[config.mk]
export PLATFORM = sky130hd
export DESIGN_NAME = gcr_control_regs
export DESIGN_NICKNAME = d
export VERILOG_FILES = /design/src/core/gcr_pkg.sv /design/src/core/gcr_control_regs.sv
export SDC_FILE = /design/constraint.sdc
export NUM_CORES = 1
export LEC_CHECK = 0
export BUFFER_PORTS_ARGS = -buffer_cell sky130_fd_sc_hd__buf_2
export CAP_MARGIN = 5
export CORE_ASPECT_RATIO = 0.75
export CORE_UTILIZATION = 53
export DETAILED_ROUTE_END_ITERATION = 6
export PLACE_DENSITY_LB_ADDON = 0.2
export SLEW_MARGIN = 5
export SYNTH_ARGS = -nofsm -noshare
export SYNTH_HDL_FRONTEND = slang
export SYNTH_SLANG_ARGS = --single-unit
[constraint.sdc]
create_clock -name clk_i -period 3.2 [get_ports clk_i]
set_input_delay 0.16 -clock clk_i [delete_from_list [all_inputs] [get_ports clk_i]]
set_output_delay 0.16 -clock clk_i [all_outputs]
set_load 0.1 [all_outputs]
[src/core/gcr_pkg.sv]
package gcr_pkg;

	// indirect register numbers
	localparam logic [7:0] GCR_ADDR_CMD_CTRL  = 8'h02;
	localparam logic [7:0] GCR_ADDR_OP_MODE   = 8'h04;
	localparam logic [7:0] GCR_ADDR_DISP_CTRL = 8'h06;

	localparam logic [15:0] GCR_CMD_CTRL_RESET = 16'h8000;
	localparam logic [1:0]  GCR_OP_MODE_TOP_RESET = 2'h0;

	// access mode codes
	localparam logic [1:0] GCR_ACM_INTERLEAVE = 2'h2;
	// scan mode codes
	localparam logic [1:0] GCR_RSM_INTERLACE_SV = 2'h3;
	// pixel depth code for eight bits per pixel
	localparam logic [2:0] GCR_DEPTH_8BPP = 3'h3;
	// display address increment code for four words
	localparam logic [2:0] GCR_GAI_PLUS4 = 3'h2;
	localparam logic [2:0] GCR_GAI_STEP4 = 3'h4;

	typedef struct packed {
		logic       abort_bit;
		logic       pause_bit;
		logic       data_dma_mode;
		logic       command_dma_mode;
		logic       dma_request_control;
		logic [2:0] pixel_depth_select;
		logic       command_error_irq_en;
		logic       area_detect_irq_en;
		logic       command_end_irq_en;
		logic       light_pen_irq_en;
		logic       read_queue_full_irq_en;
		logic       read_queue_ready_irq_en;
		logic       write_queue_ready_irq_en;
		logic       write_queue_empty_irq_en;
	} gcr_cmd_ctrl_t;

	typedef struct packed {
		logic       master_mode;
		logic       run_bit;
		logic       access_priority;
		logic       window_smooth_scroll;
		logic [1:0] cursor_skew;
		logic [1:0] blank_skew;
		logic       static_ram_mode;
		logic [2:0] display_addr_increment;
		logic [1:0] access_mode_select;
		logic [1:0] scan_mode_select;
	} gcr_op_mode_t;

	typedef struct packed {
		logic       combined_blanking;
		logic       base_screen_enable;
		logic [1:0] upper_screen_enable;
		logic [1:0] lower_screen_enable;
		logic [1:0] window_screen_enable;
		logic [7:0] user_attribute_byte;
	} gcr_disp_ctrl_t;

	// register-bus request from the host side
	typedef struct packed {
		logic        addr_wr;
		logic        data_wr;
		logic        data_rd;
		logic [7:0]  addr;
		logic [15:0] wdata;
	} gcr_host_req_t;

	typedef struct packed {
		logic       cmd_run;
		logic       draw_run;
		logic       display_run;
		logic       data_dma;
		logic       command_dma;
		logic       dma_req_en;
		logic [7:0] irq_en;
		logic [2:0] pixel_bits;
		logic [2:0] addr_step;
		logic       interleave;
		logic       interlace_sv;
		logic       refresh_en;
		logic       crosshair_ok;
		logic       window_prefetch;
		logic       display_first;
		logic       master_timing;
		logic [3:0] screen_on;
	} gcr_ctrl_t;

endpackage

[src/core/gcr_control_regs.sv]
`timescale 1ns/1ps
// Behaviour
// - command control resets to 8000 hex
// - low command bits enable interrupt sources
// - bits 10..8 select pixel depth
// - bits 13..11 control DMA modes
// - pause bit halts command execution
// - abort set by reset blocks commands
// - reset clears only operation mode top bits
// - bits 1..0 select raster scan mode
// - bits 3..2 select frame buffer access
// - increment code 2 steps four words
// - RAM bit clear enables DRAM refresh
// - skew fields delay blanking and cursor
// - zero cursor skew forbids cross hair
// - smooth scroll bit enables window prefetch
// - priority zero favours display over drawing
// - start bit gates drawing and display
// - master bit selects internal display timing
// - attribute byte output during horizontal flyback
// - split-screen enables per screen
// - blanking control selects display enable usage
module gcr_control_regs
	import gcr_pkg::*;
(
	input  wire logic          clk_i,
	input  wire logic          rst_i,
	input  wire gcr_host_req_t host_req_i,
	input  wire logic          hblank_i,
	input  wire logic          vblank_i,
	input  wire logic          window_active_i,
	input  wire logic          cursor_a_i,
	input  wire logic          cursor_b_i,
	output logic [15:0]        rdata_o,
	output gcr_ctrl_t          ctrl_o,
	output logic [7:0]         attribute_o,
	output logic               display_enable_out_a_o,
	output logic               display_enable_out_b_o,
	output logic               cursor_out_a_o,
	output logic               cursor_out_b_o
);

	logic [7:0]     addr_ptr;
	gcr_cmd_ctrl_t  cmd_ctrl;
	gcr_op_mode_t   op_mode;
	gcr_disp_ctrl_t disp_ctrl;
	logic [1:0]     op_top;
	logic [13:0]    op_low;
	logic           wr_cmd;
	logic           wr_op;
	logic           wr_disp;
	// decoded controls, one per concern
	logic           cmd_allowed;
	logic           engines_run;
	logic [7:0]     irq_sources;
	logic [2:0]     dma_modes;
	logic [2:0]     step_words;
	logic           dram_refresh;
	logic           crosshair_allowed;
	logic [3:0]     screens_on;
	// union of the blanking inputs and skewed copies of the timing inputs
	logic           blank_now;
	logic           blank_tap;
	logic           win_tap;
	logic           curs_a_tap;
	logic           curs_b_tap;

	// the pointer never auto-increments, so a write lands where the host last aimed it
	always_ff @(posedge clk_i or posedge rst_i) begin
		if (rst_i) begin
			addr_ptr <= 8'h00;
		end else if (host_req_i.addr_wr) begin
			addr_ptr <= host_req_i.addr;
		end
	end

	// write strobe for command control
	assign wr_cmd  = host_req_i.data_wr && (addr_ptr == GCR_ADDR_CMD_CTRL);
	// write strobe for operation mode
	assign wr_op   = host_req_i.data_wr && (addr_ptr == GCR_ADDR_OP_MODE);
	// write strobe for display control
	assign wr_disp = host_req_i.data_wr && (addr_ptr == GCR_ADDR_DISP_CTRL);

	// command control: abort set, everything else clear after reset
	always_ff @(posedge clk_i or posedge rst_i) begin
		if (rst_i) begin
			cmd_ctrl <= gcr_cmd_ctrl_t'(GCR_CMD_CTRL_RESET);
		end else if (wr_cmd) begin
			cmd_ctrl <= gcr_cmd_ctrl_t'(host_req_i.wdata);
		end
	end

	// operation mode top bits: master and start are cleared by reset
	always_ff @(posedge clk_i or posedge rst_i) begin
		if (rst_i) begin
			op_top <= GCR_OP_MODE_TOP_RESET;
		end else if (wr_op) begin
			op_top <= host_req_i.wdata[15:14];
		end
	end

	// no reset here: reset leaves these fourteen bits unchanged,
	// so they power up unknown until the host first writes them
	always_ff @(posedge clk_i) begin
		if (wr_op && !rst_i) begin
			op_low <= host_req_i.wdata[13:0];
		end
	end

	// the two halves are kept apart so each has a single driving process
	assign op_mode = gcr_op_mode_t'({op_top, op_low});

	// display control has no documented reset value; cleared for a defined start
	always_ff @(posedge clk_i or posedge rst_i) begin
		if (rst_i) begin
			disp_ctrl <= '0;
		end else if (wr_disp) begin
			disp_ctrl <= gcr_disp_ctrl_t'(host_req_i.wdata);
		end
	end

	// read mux follows the pointer; unknown numbers read zero
	always_comb begin
		unique case (addr_ptr)
			GCR_ADDR_CMD_CTRL:  rdata_o = cmd_ctrl;
			GCR_ADDR_OP_MODE:   rdata_o = op_mode;
			GCR_ADDR_DISP_CTRL: rdata_o = disp_ctrl;
			default:            rdata_o = 16'h0000;
		endcase
	end

	// commands wait while abort or pause is set, or while the start bit is clear;
	// a held command is not dropped, it waits for the gate to open
	assign cmd_allowed = !cmd_ctrl.abort_bit && !cmd_ctrl.pause_bit && op_mode.run_bit;

	// drawing and display share the start bit, so clearing it freezes both at once
	assign engines_run = op_mode.run_bit;

	// interrupt enables in source order, command error at the top
	assign irq_sources = {cmd_ctrl.command_error_irq_en, cmd_ctrl.area_detect_irq_en,
		cmd_ctrl.command_end_irq_en, cmd_ctrl.light_pen_irq_en,
		cmd_ctrl.read_queue_full_irq_en, cmd_ctrl.read_queue_ready_irq_en,
		cmd_ctrl.write_queue_ready_irq_en, cmd_ctrl.write_queue_empty_irq_en};

	// dma controls travel together so the engine never sees half an update
	assign dma_modes = {cmd_ctrl.data_dma_mode, cmd_ctrl.command_dma_mode,
		cmd_ctrl.dma_request_control};

	// only the four-word code is decoded here; other codes pass through unchanged
	assign step_words = (op_mode.display_addr_increment == GCR_GAI_PLUS4) ?
		GCR_GAI_STEP4 : op_mode.display_addr_increment;

	// ram bit clear means dynamic memory, which needs refresh cycles
	assign dram_refresh = !op_mode.static_ram_mode;

	// cross hair needs a cursor skew; with none the cursor cannot be aligned
	assign crosshair_allowed = |op_mode.cursor_skew;

	// a two-bit screen enable counts as on when either bit is set
	assign screens_on = {disp_ctrl.base_screen_enable, |disp_ctrl.upper_screen_enable,
		|disp_ctrl.lower_screen_enable, |disp_ctrl.window_screen_enable};

	// gather decoded controls for the engines downstream
	always_comb begin
		ctrl_o.cmd_run         = cmd_allowed;
		ctrl_o.draw_run        = engines_run;
		ctrl_o.display_run     = engines_run;
		ctrl_o.data_dma        = dma_modes[2];
		ctrl_o.command_dma     = dma_modes[1];
		ctrl_o.dma_req_en      = dma_modes[0];
		ctrl_o.irq_en          = irq_sources;
		ctrl_o.pixel_bits      = cmd_ctrl.pixel_depth_select;
		ctrl_o.addr_step       = step_words;
		ctrl_o.interleave      = (op_mode.access_mode_select == GCR_ACM_INTERLEAVE);
		ctrl_o.interlace_sv    = (op_mode.scan_mode_select == GCR_RSM_INTERLACE_SV);
		ctrl_o.refresh_en      = dram_refresh;
		ctrl_o.crosshair_ok    = crosshair_allowed;
		ctrl_o.window_prefetch = op_mode.window_smooth_scroll;
		ctrl_o.display_first   = !op_mode.access_priority;
		ctrl_o.master_timing   = op_mode.master_mode;
		ctrl_o.screen_on       = screens_on;
	end

	// blanking is the union of horizontal and vertical flyback
	assign blank_now = hblank_i || vblank_i;

	// blanking delayed by the display skew
	gcr_skew_tap #(
		.DEPTH(4)
	) blank_skew_u (
		.clk_i  (clk_i),
		.rst_i  (rst_i),
		.sig_i  (blank_now),
		.skew_i (op_mode.blank_skew),
		.tap_o  (blank_tap)
	);

	// window flag shares the display skew so both enables stay aligned
	gcr_skew_tap #(
		.DEPTH(4)
	) win_skew_u (
		.clk_i  (clk_i),
		.rst_i  (rst_i),
		.sig_i  (window_active_i),
		.skew_i (op_mode.blank_skew),
		.tap_o  (win_tap)
	);

	// first cursor delayed by the cursor skew
	gcr_skew_tap #(
		.DEPTH(4)
	) curs_a_skew_u (
		.clk_i  (clk_i),
		.rst_i  (rst_i),
		.sig_i  (cursor_a_i),
		.skew_i (op_mode.cursor_skew),
		.tap_o  (curs_a_tap)
	);

	// second cursor delayed by the cursor skew
	gcr_skew_tap #(
		.DEPTH(4)
	) curs_b_skew_u (
		.clk_i  (clk_i),
		.rst_i  (rst_i),
		.sig_i  (cursor_b_i),
		.skew_i (op_mode.cursor_skew),
		.tap_o  (curs_b_tap)
	);

	// display enables: combined blanking drives only the first output;
	// skew lengthens the back porch at the cost of the front porch
	always_ff @(posedge clk_i or posedge rst_i) begin
		if (rst_i) begin
			display_enable_out_a_o <= 1'b0;
			display_enable_out_b_o <= 1'b0;
		end else if (disp_ctrl.combined_blanking) begin
			display_enable_out_a_o <= !blank_tap && op_mode.run_bit;
			display_enable_out_b_o <= 1'b0;
		end else begin
			display_enable_out_a_o <= !blank_tap && !win_tap && op_mode.run_bit;
			display_enable_out_b_o <= !blank_tap && win_tap && op_mode.run_bit;
		end
	end

	// cursor outputs follow their own skew, independent of the display skew
	always_ff @(posedge clk_i or posedge rst_i) begin
		if (rst_i) begin
			cursor_out_a_o <= 1'b0;
			cursor_out_b_o <= 1'b0;
		end else begin
			cursor_out_a_o <= curs_a_tap;
			cursor_out_b_o <= curs_b_tap;
		end
	end

	// attribute byte is driven only in horizontal flyback, zero otherwise
	always_ff @(posedge clk_i or posedge rst_i) begin
		if (rst_i) begin
			attribute_o <= 8'h00;
		end else begin
			attribute_o <= hblank_i ? disp_ctrl.user_attribute_byte : 8'h00;
		end
	end

endmodule

// one skew delay line; used for blanking, window and both cursors
module gcr_skew_tap
	import gcr_pkg::*;
#(
	parameter int DEPTH = 4
)
(
	input  wire logic       clk_i,
	input  wire logic       rst_i,
	input  wire logic       sig_i,
	input  wire logic [1:0] skew_i,
	output logic            tap_o
);

	logic [DEPTH-1:0] pipe;

	// shift every clock; reset empties the line so no stale edge leaks out
	always_ff @(posedge clk_i or posedge rst_i) begin
		if (rst_i) begin
			pipe <= '0;
		end else begin
			pipe <= {pipe[DEPTH-2:0], sig_i};
		end
	end

	// a skew of n picks stage n; zero is the first stage, the base delay of every path
	assign tap_o = pipe[skew_i];

endmodule

---- Word-level counts from Yosys, hierarchy flattened ----
Index checks and enable logic that the tools add are counted.
storage, ports and cells
  bits in read-only memories .............. 0
  word-level logic and storage cells ...... 76
  flip-flop bits (word level) ............. 84
  latch bits .............................. 0
  memories ................................ 0
  memory bits (writable) .................. 0
cells by class
  $add $sub $neg .......................... 0
  bitwise operators ....................... 0
  reductions and logical operators ........ 23
  divide/modulo/power cells ............... 0
  $lt $le $gt $ge ......................... 2
  multiply operators ...................... 0
  equality and inequality tests ........... 6
  multiplexer cells ....................... 13
  shifts and indexed selects .............. 0
operators by type and width
  operator                                            number
  one-hot mux 16 bit (3 select lines)                 1
  == test 8 x 3 -> 1 bit, second input constant       2
  logical AND 1 bit                                   11
  binary-select mux 1 bit (select 2 bit)              4
  == test 8 x 2 -> 1 bit, second input constant       1
  two-way mux 8 bit                                   1
  OR reduction 2 bit                                  4
  logical NOT 1 bit                                   7
  < comparator 2 x 3 -> 1 bit, second input constant  2
  two-way mux 1 bit                                   6
  == test 2 bit, second input constant                2
  == test 3 x 2 -> 1 bit, second input constant       1
  two-way mux 3 bit                                   1
  logical OR 1 bit                                    1

---- Depth between registers and ports, before layout ----
Gate-level depths: netlist of run 1.
  depth after elaboration ................. 6
  depth in mapped cells ................... 6
  gate-level depth less buffers ........... 3

---- Hierarchy ----
From an unflattened synthesis of run 1, not the netlist that was laid out.
unflattened totals
  cells, all modules ...................... 249
  area total of the unflattened synthesis .. 3612.2 um^2
modules (own cells, without submodules)
  module            area an instance (um^2)  cells an instance  times used
  gcr_control_regs  3106.7                   225                1
  gcr_skew_tap      126.4                    6                  4

---- Worst setup path after synthesis of run 1 ----
No wires, ideal clock.
  kind .................................... reg2reg
  start ................................... register addr_ptr[3]
  end ..................................... register op_low[0] (enable)
  slack ................................... 0.210 ns
  stages on the path, launching flop included .. 4
  buffers on the path ..................... 0
  required time ........................... 2.778 ns
  arrival time ............................ 2.568 ns
  path through ............................ dfrtp_1 nor4_4 nand2_1 nor4bb_1
on the way
  cells in the longest elaborated chain, start to end .. 3
RTL lines
  element                 RTL line                 RTL
  start, declared         gcr_control_regs.sv:43   logic [7:0] addr_ptr;
  start signal, assigned  gcr_control_regs.sv:73   addr_ptr <= host_req_i.addr;
  == test 8 x 3 -> 1 bit  gcr_control_regs.sv:80   assign wr_op = host_req_i.data_wr && (addr_ptr == GCR_ADDR_OP_MODE);
  logical AND 1 bit       gcr_control_regs.sv:80
  logical AND 1 bit       gcr_control_regs.sv:105  if (wr_op && !rst_i) begin
  end signal, assigned    gcr_control_regs.sv:106  op_low <= host_req_i.wdata[13:0];
  end, declared           gcr_control_regs.sv:48   logic [13:0] op_low;
Every way passes these cells.
A chain may end at the register's enable or synchronous reset.

---- Worst setup path after layout of run 1 ----
  start ................................... register addr_ptr[3]
  end ..................................... output rdata_o[15]
on the way
  cells in the longest elaborated chain, start to end .. 2
  elaborated cells between the ends (all ways) .. 4
  those cells by class .................... 3 x eq/ne; 1 x mux
RTL lines
  element                                                           RTL line                 RTL
  == test 8 x 3 -> 1 bit or == test 8 x 2 -> 1 bit (tied branches)  gcr_control_regs.sv:124  unique case (addr_ptr)
  one-hot mux 16 bit (3 select lines) *                             gcr_control_regs.sv:124
  end, declared                                                     gcr_control_regs.sv:34   output logic [15:0] rdata_o,
Every way passes the cells marked *; elsewhere a longest branch is shown, timed or not.

==> results of run 1 <==
registers in the layout (all words and copies together), names as in the netlist, 4 cells and up:
signal,count
op_low,14
disp_ctrl,15
attribute_o,8
addr_ptr,8
blank_skew_u.pipe,4
curs_a_skew_u.pipe,4
curs_b_skew_u.pipe,4
win_skew_u.pipe,4
ctrl_o,15
metal layers:
layer	global-route usage, %	part of all wire [%]
met4	7.239	0.40
met5	0	0
met2	32.15	47
met3	6.755	5.6
met1	30.00	47
cells by family (layout without fill, tap and decap cells):
kind of cell	after synthesis	count (layout)	share of synthesized area (%)
simple gates	46	46	7.925
buf+inv	36	124	6.278
mux	62	62	22.44
compound gates	19	19	3.774
flops	84	84	59.59
repair_timing:
action / CTS / global route
hold endpoints to repair: 4 / 3
setup buffers: 0 / 0
hold buffers: 4 / 3
power groups by stage:
stage | logic, mW | registers, mW | clock network (mW)
floorplan | 0.407 | 1.27 | 0
finish | 0.534 | 1.21 | 0.613
detailed placement | 0.530 | 1.23 | 0
CTS | 0.535 | 1.21 | 0.636
global route | 0.558 | 1.22 | 0.677
global placement | 0.523 | 1.23 | 0
cell type report:
| type | instances | area [sq um] |
|---|---|---|
| timing repair buffer | 104 | 795.8 |
| fill | 475 | 1974 |
| clock inverter | 4 | 20.02 |
| sequential | 84 | 2173 |
| inverter | 5 | 18.77 |
| multi-input combinational | 127 | 1260 |
| tap | 81 | 101.3 |
| clock buffer | 11 | 131.4 |
through the flow:
stage	cell area, sq um	hold slack (ps)
2_1_floorplan	3647	191.4
3_3_place_gp	4279	270.4
3_5_place_dp	4279	269.3
4_1_cts	4471	1.198
5_1_grt	4501	2.269
6_report	4501	20.69
layout by cell type (no fill, tap or decap):
master,synthesis,layout
sky130_fd_sc_hd__a21o_1,1,1
sky130_fd_sc_hd__a21oi_1,2,2
sky130_fd_sc_hd__a22oi_1,15,15
sky130_fd_sc_hd__and2_1,10,10
sky130_fd_sc_hd__buf_12,0,15
sky130_fd_sc_hd__buf_2,3,76
sky130_fd_sc_hd__buf_4,20,6
sky130_fd_sc_hd__clkbuf_1,5,2
sky130_fd_sc_hd__clkbuf_8,0,9
sky130_fd_sc_hd__clkinv_2,0,4
sky130_fd_sc_hd__dfrtp_1,69,69
sky130_fd_sc_hd__dfstp_2,1,1
sky130_fd_sc_hd__dlygate4sd3_1,0,7
sky130_fd_sc_hd__edfxtp_1,14,14
sky130_fd_sc_hd__inv_1,5,4
sky130_fd_sc_hd__inv_2,0,1
sky130_fd_sc_hd__mux2_2,38,38
sky130_fd_sc_hd__mux2_4,20,20
sky130_fd_sc_hd__mux4_2,4,4
sky130_fd_sc_hd__nand2_1,3,3
sky130_fd_sc_hd__nand2b_1,1,1
sky130_fd_sc_hd__nand3b_1,1,1
sky130_fd_sc_hd__nand4_1,1,1
sky130_fd_sc_hd__nand4_4,2,2
sky130_fd_sc_hd__nor2_1,17,17
sky130_fd_sc_hd__nor2b_1,3,3
sky130_fd_sc_hd__nor3b_1,1,1
sky130_fd_sc_hd__nor4_4,1,1
sky130_fd_sc_hd__nor4bb_4,0,1
sky130_fd_sc_hd__o21a_1,1,1
sky130_fd_sc_hd__or2_2,5,5
final timing paths:
kind / startpoint / cells after the start / end
worst max-delay path: addr_ptr[3] / 5 / rdata_o[15]
worst min-delay path: host_req_i[0] / 1 / op_low[0]
worst max register to register: addr_ptr[3] / 5 / op_low[8]
worst min register to register: win_skew_u.pipe[2] / 0 / win_skew_u.pipe[3]
max in group asynchronous: rst_i / 3 / disp_ctrl[8]
min in group asynchronous: rst_i / 2 / attribute_o[0]
==> flow_metrics.env, run 1 <==
export IMPL_clock_latency_ps=340
export IMPL_design_core_area_sq_um=6475
export IMPL_critPathRequiredTime_ps=3040
export IMPL_post_synth_instance_area_sq_um=3647
export IMPL_postCtsResizedCells=0
export IMPL_edff_count_synth=14
export IMPL_final_worst_path_period_share_pct=72.80
export IMPL_power_sequential_fraction_pct=51.3
export IMPL_critPathMaxFanout=17
export IMPL_chipWidth_um=97.79
export IMPL_max_clock_path_buffers=2
export IMPL_post_route_cells_drive_above_1_share_pct=54.63
export IMPL_insertedDiodeCount=0
export IMPL_h_tree_levels=3
export IMPL_tritoncts_clock_tree="built"
export IMPL_postSynthAreaPerCell_sq_um=14.77
export IMPL_viasPerCell=5.264
export IMPL_mappedNetlistNets=281
export IMPL_synth_cell_types=28
export IMPL_post_synth_top_area_cell="sky130_fd_sc_hd__dfrtp_1"
export IMPL_slew_limit_headroom_pct=42.37
export IMPL_drc=10
export IMPL_detailroute_via_count=2190
export IMPL_post_layout_nonfiller_instances=416
export IMPL_power_leakage_nw=2.212
export IMPL_cts_root_buf="sky130_fd_sc_hd__clkbuf_8"
export IMPL_totalWireLength_um=7218
export IMPL_synth_largest_type_area_fraction_pct=47.34
export IMPL_hold_violations=0
export IMPL_swShare_pct=33.09
export IMPL_first_pass_grt_wire_length_um=11390
export IMPL_maxSlewViolCount=0
export IMPL_maximum_number_of_pins_on_one_net_before_global_route_repair=42
export IMPL_hold_path_class="in2reg"
export IMPL_cp_arrival_ps=2170
export IMPL_cellInternalPower_mw=1.578
export IMPL_row_count=25
export IMPL_synth_cells_most_frequent="sky130_fd_sc_hd__dfrtp_1 (69), sky130_fd_sc_hd__mux2_2 (38), sky130_fd_sc_hd__buf_4 (20), sky130_fd_sc_hd__mux2_4 (20), sky130_fd_sc_hd__nor2_1 (17)"
export IMPL_layout_core_utilization_pct=69.51
export IMPL_worst_path_buf_inv=2
export IMPL_first_global_vias=2159
export IMPL_routabilityCongestion=0.7496
export IMPL_synthesis_instances=247
export IMPL_dominantRegCellSynth="sky130_fd_sc_hd__dfrtp_1"
export IMPL_chipHeight_um=73.84
export IMPL_number_of_antenna_violating_nets_in_the_routed_design=0
export IMPL_clock_skew_ps=6.154
export IMPL_power_combinational_fraction_pct=22.6
export IMPL_yosys_register_bits=84
export IMPL_run_status="finished, violations left"
export IMPL_globalRouteOverflowTotal=0
export IMPL_final_net_count=365
export IMPL_achievable_frequency_mhz=429.3
export IMPL_powerDensity_nw_per_um2=523.9
export IMPL_setup_worst_path_start_class="flop"
export IMPL_start_util_pct=56.33
export IMPL_worst_setup_hold_path_clk_slew_ps=80
export IMPL_critical_path_cell_chain="nor4_4 -> nand2_1 -> buf_4 -> a21oi_1 -> buf_2"
export IMPL_fin_setup_tns_ps=0
export IMPL_worst_r2r_setup_slack_ps=960
export IMPL_setup_worst_path_class="reg2out"
export IMPL_critical_path_top_delay_family="buffers and inverters"
export IMPL_place_inst=394
export IMPL_cpMaxStageDelayCell="sky130_fd_sc_hd__nor4_4"
export IMPL_tightest_slew_ps=863.2
export IMPL_async_reset_ff_share_pct=83.33
export IMPL_period_minus_slack_ps=2329
export IMPL_floorplan_io_pins=93
export IMPL_grt_antenna_before_repair=0
export IMPL_switching_power_uw=780.2
export IMPL_grt_setup_unrepaired="false"
export IMPL_clock_power_share_pct=26.0
export IMPL_sequential_cell_area_fraction_in_the_yosys_report_pct=59.59
export IMPL_dpl_worst_slack_ps=931.1
export IMPL_critPathCaptureType="primary output"
export IMPL_ys_warn_count=0
export IMPL_area_growth_pct=23.40
export IMPL_fp_dieArea_sq_um=7221
export IMPL_firstDrtPassIters=6
export IMPL_grt_util_all_layers_pct=21.48
export IMPL_post_layout_total_power_mw=2.358
export IMPL_worst_slack_ps=870.5
export IMPL_worst_supply_voltage_drop_on_vdd_v=0.0002810
export IMPL_drv_max_cap_violation_count=0
export IMPL_numPortBuffers=91
export IMPL_avgRoutedWirePerCell_um=17.35
export IMPL_violations="DRC"
export IMPL_post_dp_hpwl_um=4966
export IMPL_worst_path_largest_cell_delay_ps=460
export IMPL_cts_buffers_inserted=9
export IMPL_netlist_top_cells_area="sky130_fd_sc_hd__dfrtp_1 (47%), sky130_fd_sc_hd__mux2_2 (12%), sky130_fd_sc_hd__edfxtp_1 (12%)"
export IMPL_detail_route_iter0_violations=53
export IMPL_yosys_cell_count_top_type="sky130_fd_sc_hd__dfrtp_1"
export IMPL_clock_sinks=84
export IMPL_setup_viol=0
No activity file was read; power rests on OpenSTA's default activity.
==> run 2, diff against run 1 <==
- ABC_AREA: not set -> 1
- CORE_UTILIZATION: 53 -> 48
- clock period: 3.2 -> 1.9 ns (I/O delays scaled with it)
==> flow_metrics.env, run 2 <==
export IMPL_worst_path_largest_cell_delay_ps=400
export IMPL_layout_cell_area_non_filler_sq_um=5092
export IMPL_maxSlewViolCount=0
export IMPL_maximum_number_of_pins_on_one_net_before_global_route_repair=40
export IMPL_number_of_antenna_violating_nets_in_the_routed_design=0
export IMPL_avgRoutedWirePerCell_um=13.90
export IMPL_area_growth_pct=37.27
export IMPL_globalRouteOverflowTotal=0
export IMPL_post_layout_nonfiller_instances=634
export IMPL_chipWidth_um=103.5
export IMPL_first_pass_grt_wire_length_um=14330
export IMPL_setup_worst_path_start_class="flop"
export IMPL_grt_antenna_before_repair=0
export IMPL_critical_path_cell_chain="nor2_2 -> nand3_4 -> nor2_4 -> buf_12 -> nand2_1 -> nand3_2 -> buf_12"
export IMPL_critPathRequiredTime_ps=1800
export IMPL_totalWireLength_um=8811
export IMPL_fp_dieArea_sq_um=8088
export IMPL_drc=0
export IMPL_post_synth_top_area_cell="sky130_fd_sc_hd__dfrtp_1"
export IMPL_worst_setup_hold_path_clk_slew_ps=80
export IMPL_period_minus_slack_ps=1832
export IMPL_run_status="finished clean"
export IMPL_postSynthAreaPerCell_sq_um=9.004
export IMPL_insertedDiodeCount=0
export IMPL_power_leakage_nw=2.748
export IMPL_start_util_pct=50.14
export IMPL_drv_max_cap_violation_count=0
export IMPL_commonest_cells_after_routing_fill_and_taps_aside="sky130_fd_sc_hd__nand2_1 (144), sky130_fd_sc_hd__buf_2 (76), sky130_fd_sc_hd__dfrtp_1 (69), sky130_fd_sc_hd__nand3_1 (48), sky130_fd_sc_hd__inv_1 (34)"
export IMPL_first_global_vias=3010
export IMPL_final_worst_path_period_share_pct=96.41
export IMPL_clock_skew_ps=7.889
export IMPL_critPathCaptureType="primary output"
export IMPL_cp_arrival_ps=1740
export IMPL_dominantRegCellSynth="sky130_fd_sc_hd__dfrtp_1"
export IMPL_cts_buffers_inserted=9
export IMPL_synth_cells_most_frequent="sky130_fd_sc_hd__nand2_1 (144), sky130_fd_sc_hd__dfrtp_1 (69), sky130_fd_sc_hd__nand3_1 (64)"
export IMPL_most_common_library_cell_in_the_layout_ignoring_fill_and_taps="sky130_fd_sc_hd__nand2_1"
export IMPL_mappedNetlistNets=446
export IMPL_final_net_count=562
export IMPL_clock_latency_ps=350
export IMPL_tightest_slew_ps=496.8
export IMPL_critPathMaxFanout=9
export IMPL_async_reset_ff_share_pct=83.33
export IMPL_synth_cell_types=22
export IMPL_setup_worst_path_class="reg2out"
export IMPL_hold_violations=0
export IMPL_yosys_cell_count_top_type="sky130_fd_sc_hd__nand2_1"
export IMPL_timing_hold_ws_ps=47.74
export IMPL_max_clock_path_buffers=2
export IMPL_post_synth_instance_area_sq_um=3710
export IMPL_firstDrtPassIters=5
export IMPL_sequential_cell_area_fraction_in_the_yosys_report_pct=58.58
export IMPL_netlist_top_cells_area="sky130_fd_sc_hd__dfrtp_1 (47%), sky130_fd_sc_hd__nand2_1 (15%), sky130_fd_sc_hd__edfxtp_1 (11%)"
export IMPL_slew_limit_headroom_pct=67.11
export IMPL_worst_supply_voltage_drop_on_vdd_v=0.0005801
export IMPL_edff_count_synth=14
export IMPL_post_dp_hpwl_um=5567
export IMPL_ys_warn_count=0
export IMPL_design_core_area_sq_um=7398
export IMPL_yosys_register_bits=84
export IMPL_numPortBuffers=91
export IMPL_layout_core_utilization_pct=68.83
export IMPL_cpMaxStageDelayCell="sky130_fd_sc_hd__dfrtp_1"
export IMPL_row_count=27
export IMPL_hold_path_class="in2reg"
export IMPL_detail_route_iter0_violations=168
export IMPL_post_route_cells_drive_above_1_share_pct=31.14
export IMPL_tritoncts_clock_tree="built"
export IMPL_routabilityCongestion=0.8240
export IMPL_floorplan_io_pins=93
export IMPL_place_inst=578
export IMPL_h_tree_levels=3
export IMPL_chipHeight_um=78.14
export IMPL_cts_root_buf="sky130_fd_sc_hd__clkbuf_8"
export IMPL_grt_util_all_layers_pct=22.92
export IMPL_setup_viol=0
export IMPL_achievable_frequency_mhz=545.9
export IMPL_most_numerous_cell_on_the_critical_path="sky130_fd_sc_hd__buf_12"
export IMPL_viasPerCell=4.869
export IMPL_post_dp_cell_area_sq_um=4392
export IMPL_synthesis_instances=412
export IMPL_detailroute_via_count=3087
export IMPL_synth_largest_type_area_fraction_pct=46.54
export IMPL_powerDensity_nw_per_um2=884.4
export IMPL_post_layout_total_power_mw=4.504
export IMPL_clock_sinks=84
## run 2: cell count changes in the layout (fill, tap and decap cells not counted), sizes merged, moves of 4 or more
cell,delta
mux2,-58
nand3,+67
a22oi,-15
inv,+32
nand2,+143
mux4,-4
o21ai,+12
dlygate4sd3,+22
buf,+14
nor2,+5
and2,-10
## run 2: final timing paths
check                      slack (ps)                  start                    end  depth (start not counted)
max                                70            addr_ptr[7]            rdata_o[10]                          7
min                                50               hblank_i         attribute_o[3]                          3
max reg2reg                       270            addr_ptr[4]             ctrl_o[25]                          7
min reg2reg                       380  curs_b_skew_u.pipe[2]  curs_b_skew_u.pipe[3]                          0
max in group asynchronous        1150                  rst_i           cmd_ctrl[15]                          4
min in group asynchronous         360                  rst_i          disp_ctrl[12]                          4
## run 2: area by class of cell
class,instances,area (sq um)
clock inverters,4,25.02
flip-flops and latches,84,2173
repair buffers,141,1229
clock buffers,12,155.1
inverters,37,138.9
fillers,588,2306
well taps,101,126.4
multi-input cells,255,1245
## run 2: metrics by stage
stage                     setup slack [ps]  TNS (ps)
after CTS                           -19.52    -89.51
after global placement               272.6         0
after floorplan                      8.295         0
final                                68.16         0
after detailed placement             236.8         0
after global routing                -31.02    -85.09
## run 2: worst max-delay path, delay by kind of cell (launching register included)
family	cells	cell delay, ps
buffers and inverters	2	330
flip-flops	1	400
AND/OR/NAND/NOR	5	660
## run 2: kinds of logic (layout without fill, tap and decap cells)
group	after synthesis	count (layout)	synth area share [%]
buf+inv	73	194	10.52
simple gates	240	240	28.74
compound gates	15	15	2.159
flops	84	84	58.58
## run 2: per-layer routing
metal / track usage (%) / wire, um / vias to the layer above / part of all wire [%]
li1: - / - / 1513 / -
met1: 30.18 / 3878 / 1465 / 44
met2: 37.11 / 4301 / 105 / 49
met3: 6.977 / 598 / 4 / 6.8
met4: 6.087 / 32 / 0 / 0.36
met5: 0 / 0 / - / 0
## run 2: timing repair
item / CTS / global route
endpoints found under the setup margin: 16 / 16
hold buffers: 29 / 0
gates cloned: 0 / 1
resized for setup: 1 / 22
buffers inserted: 3 / 7
hold endpoints to repair: 119 / 0
pin swaps: 2 / 6
## run 2: where the power goes
part	switching, mW	total [mW]	internal, mW	leakage [nW]
clock network	0.615	1.16	0.542	0.0884
logic	1.00	1.25	0.248	1.64
registers	0.113	2.10	1.98	1.02
total	1.73	4.50	2.77	2.75
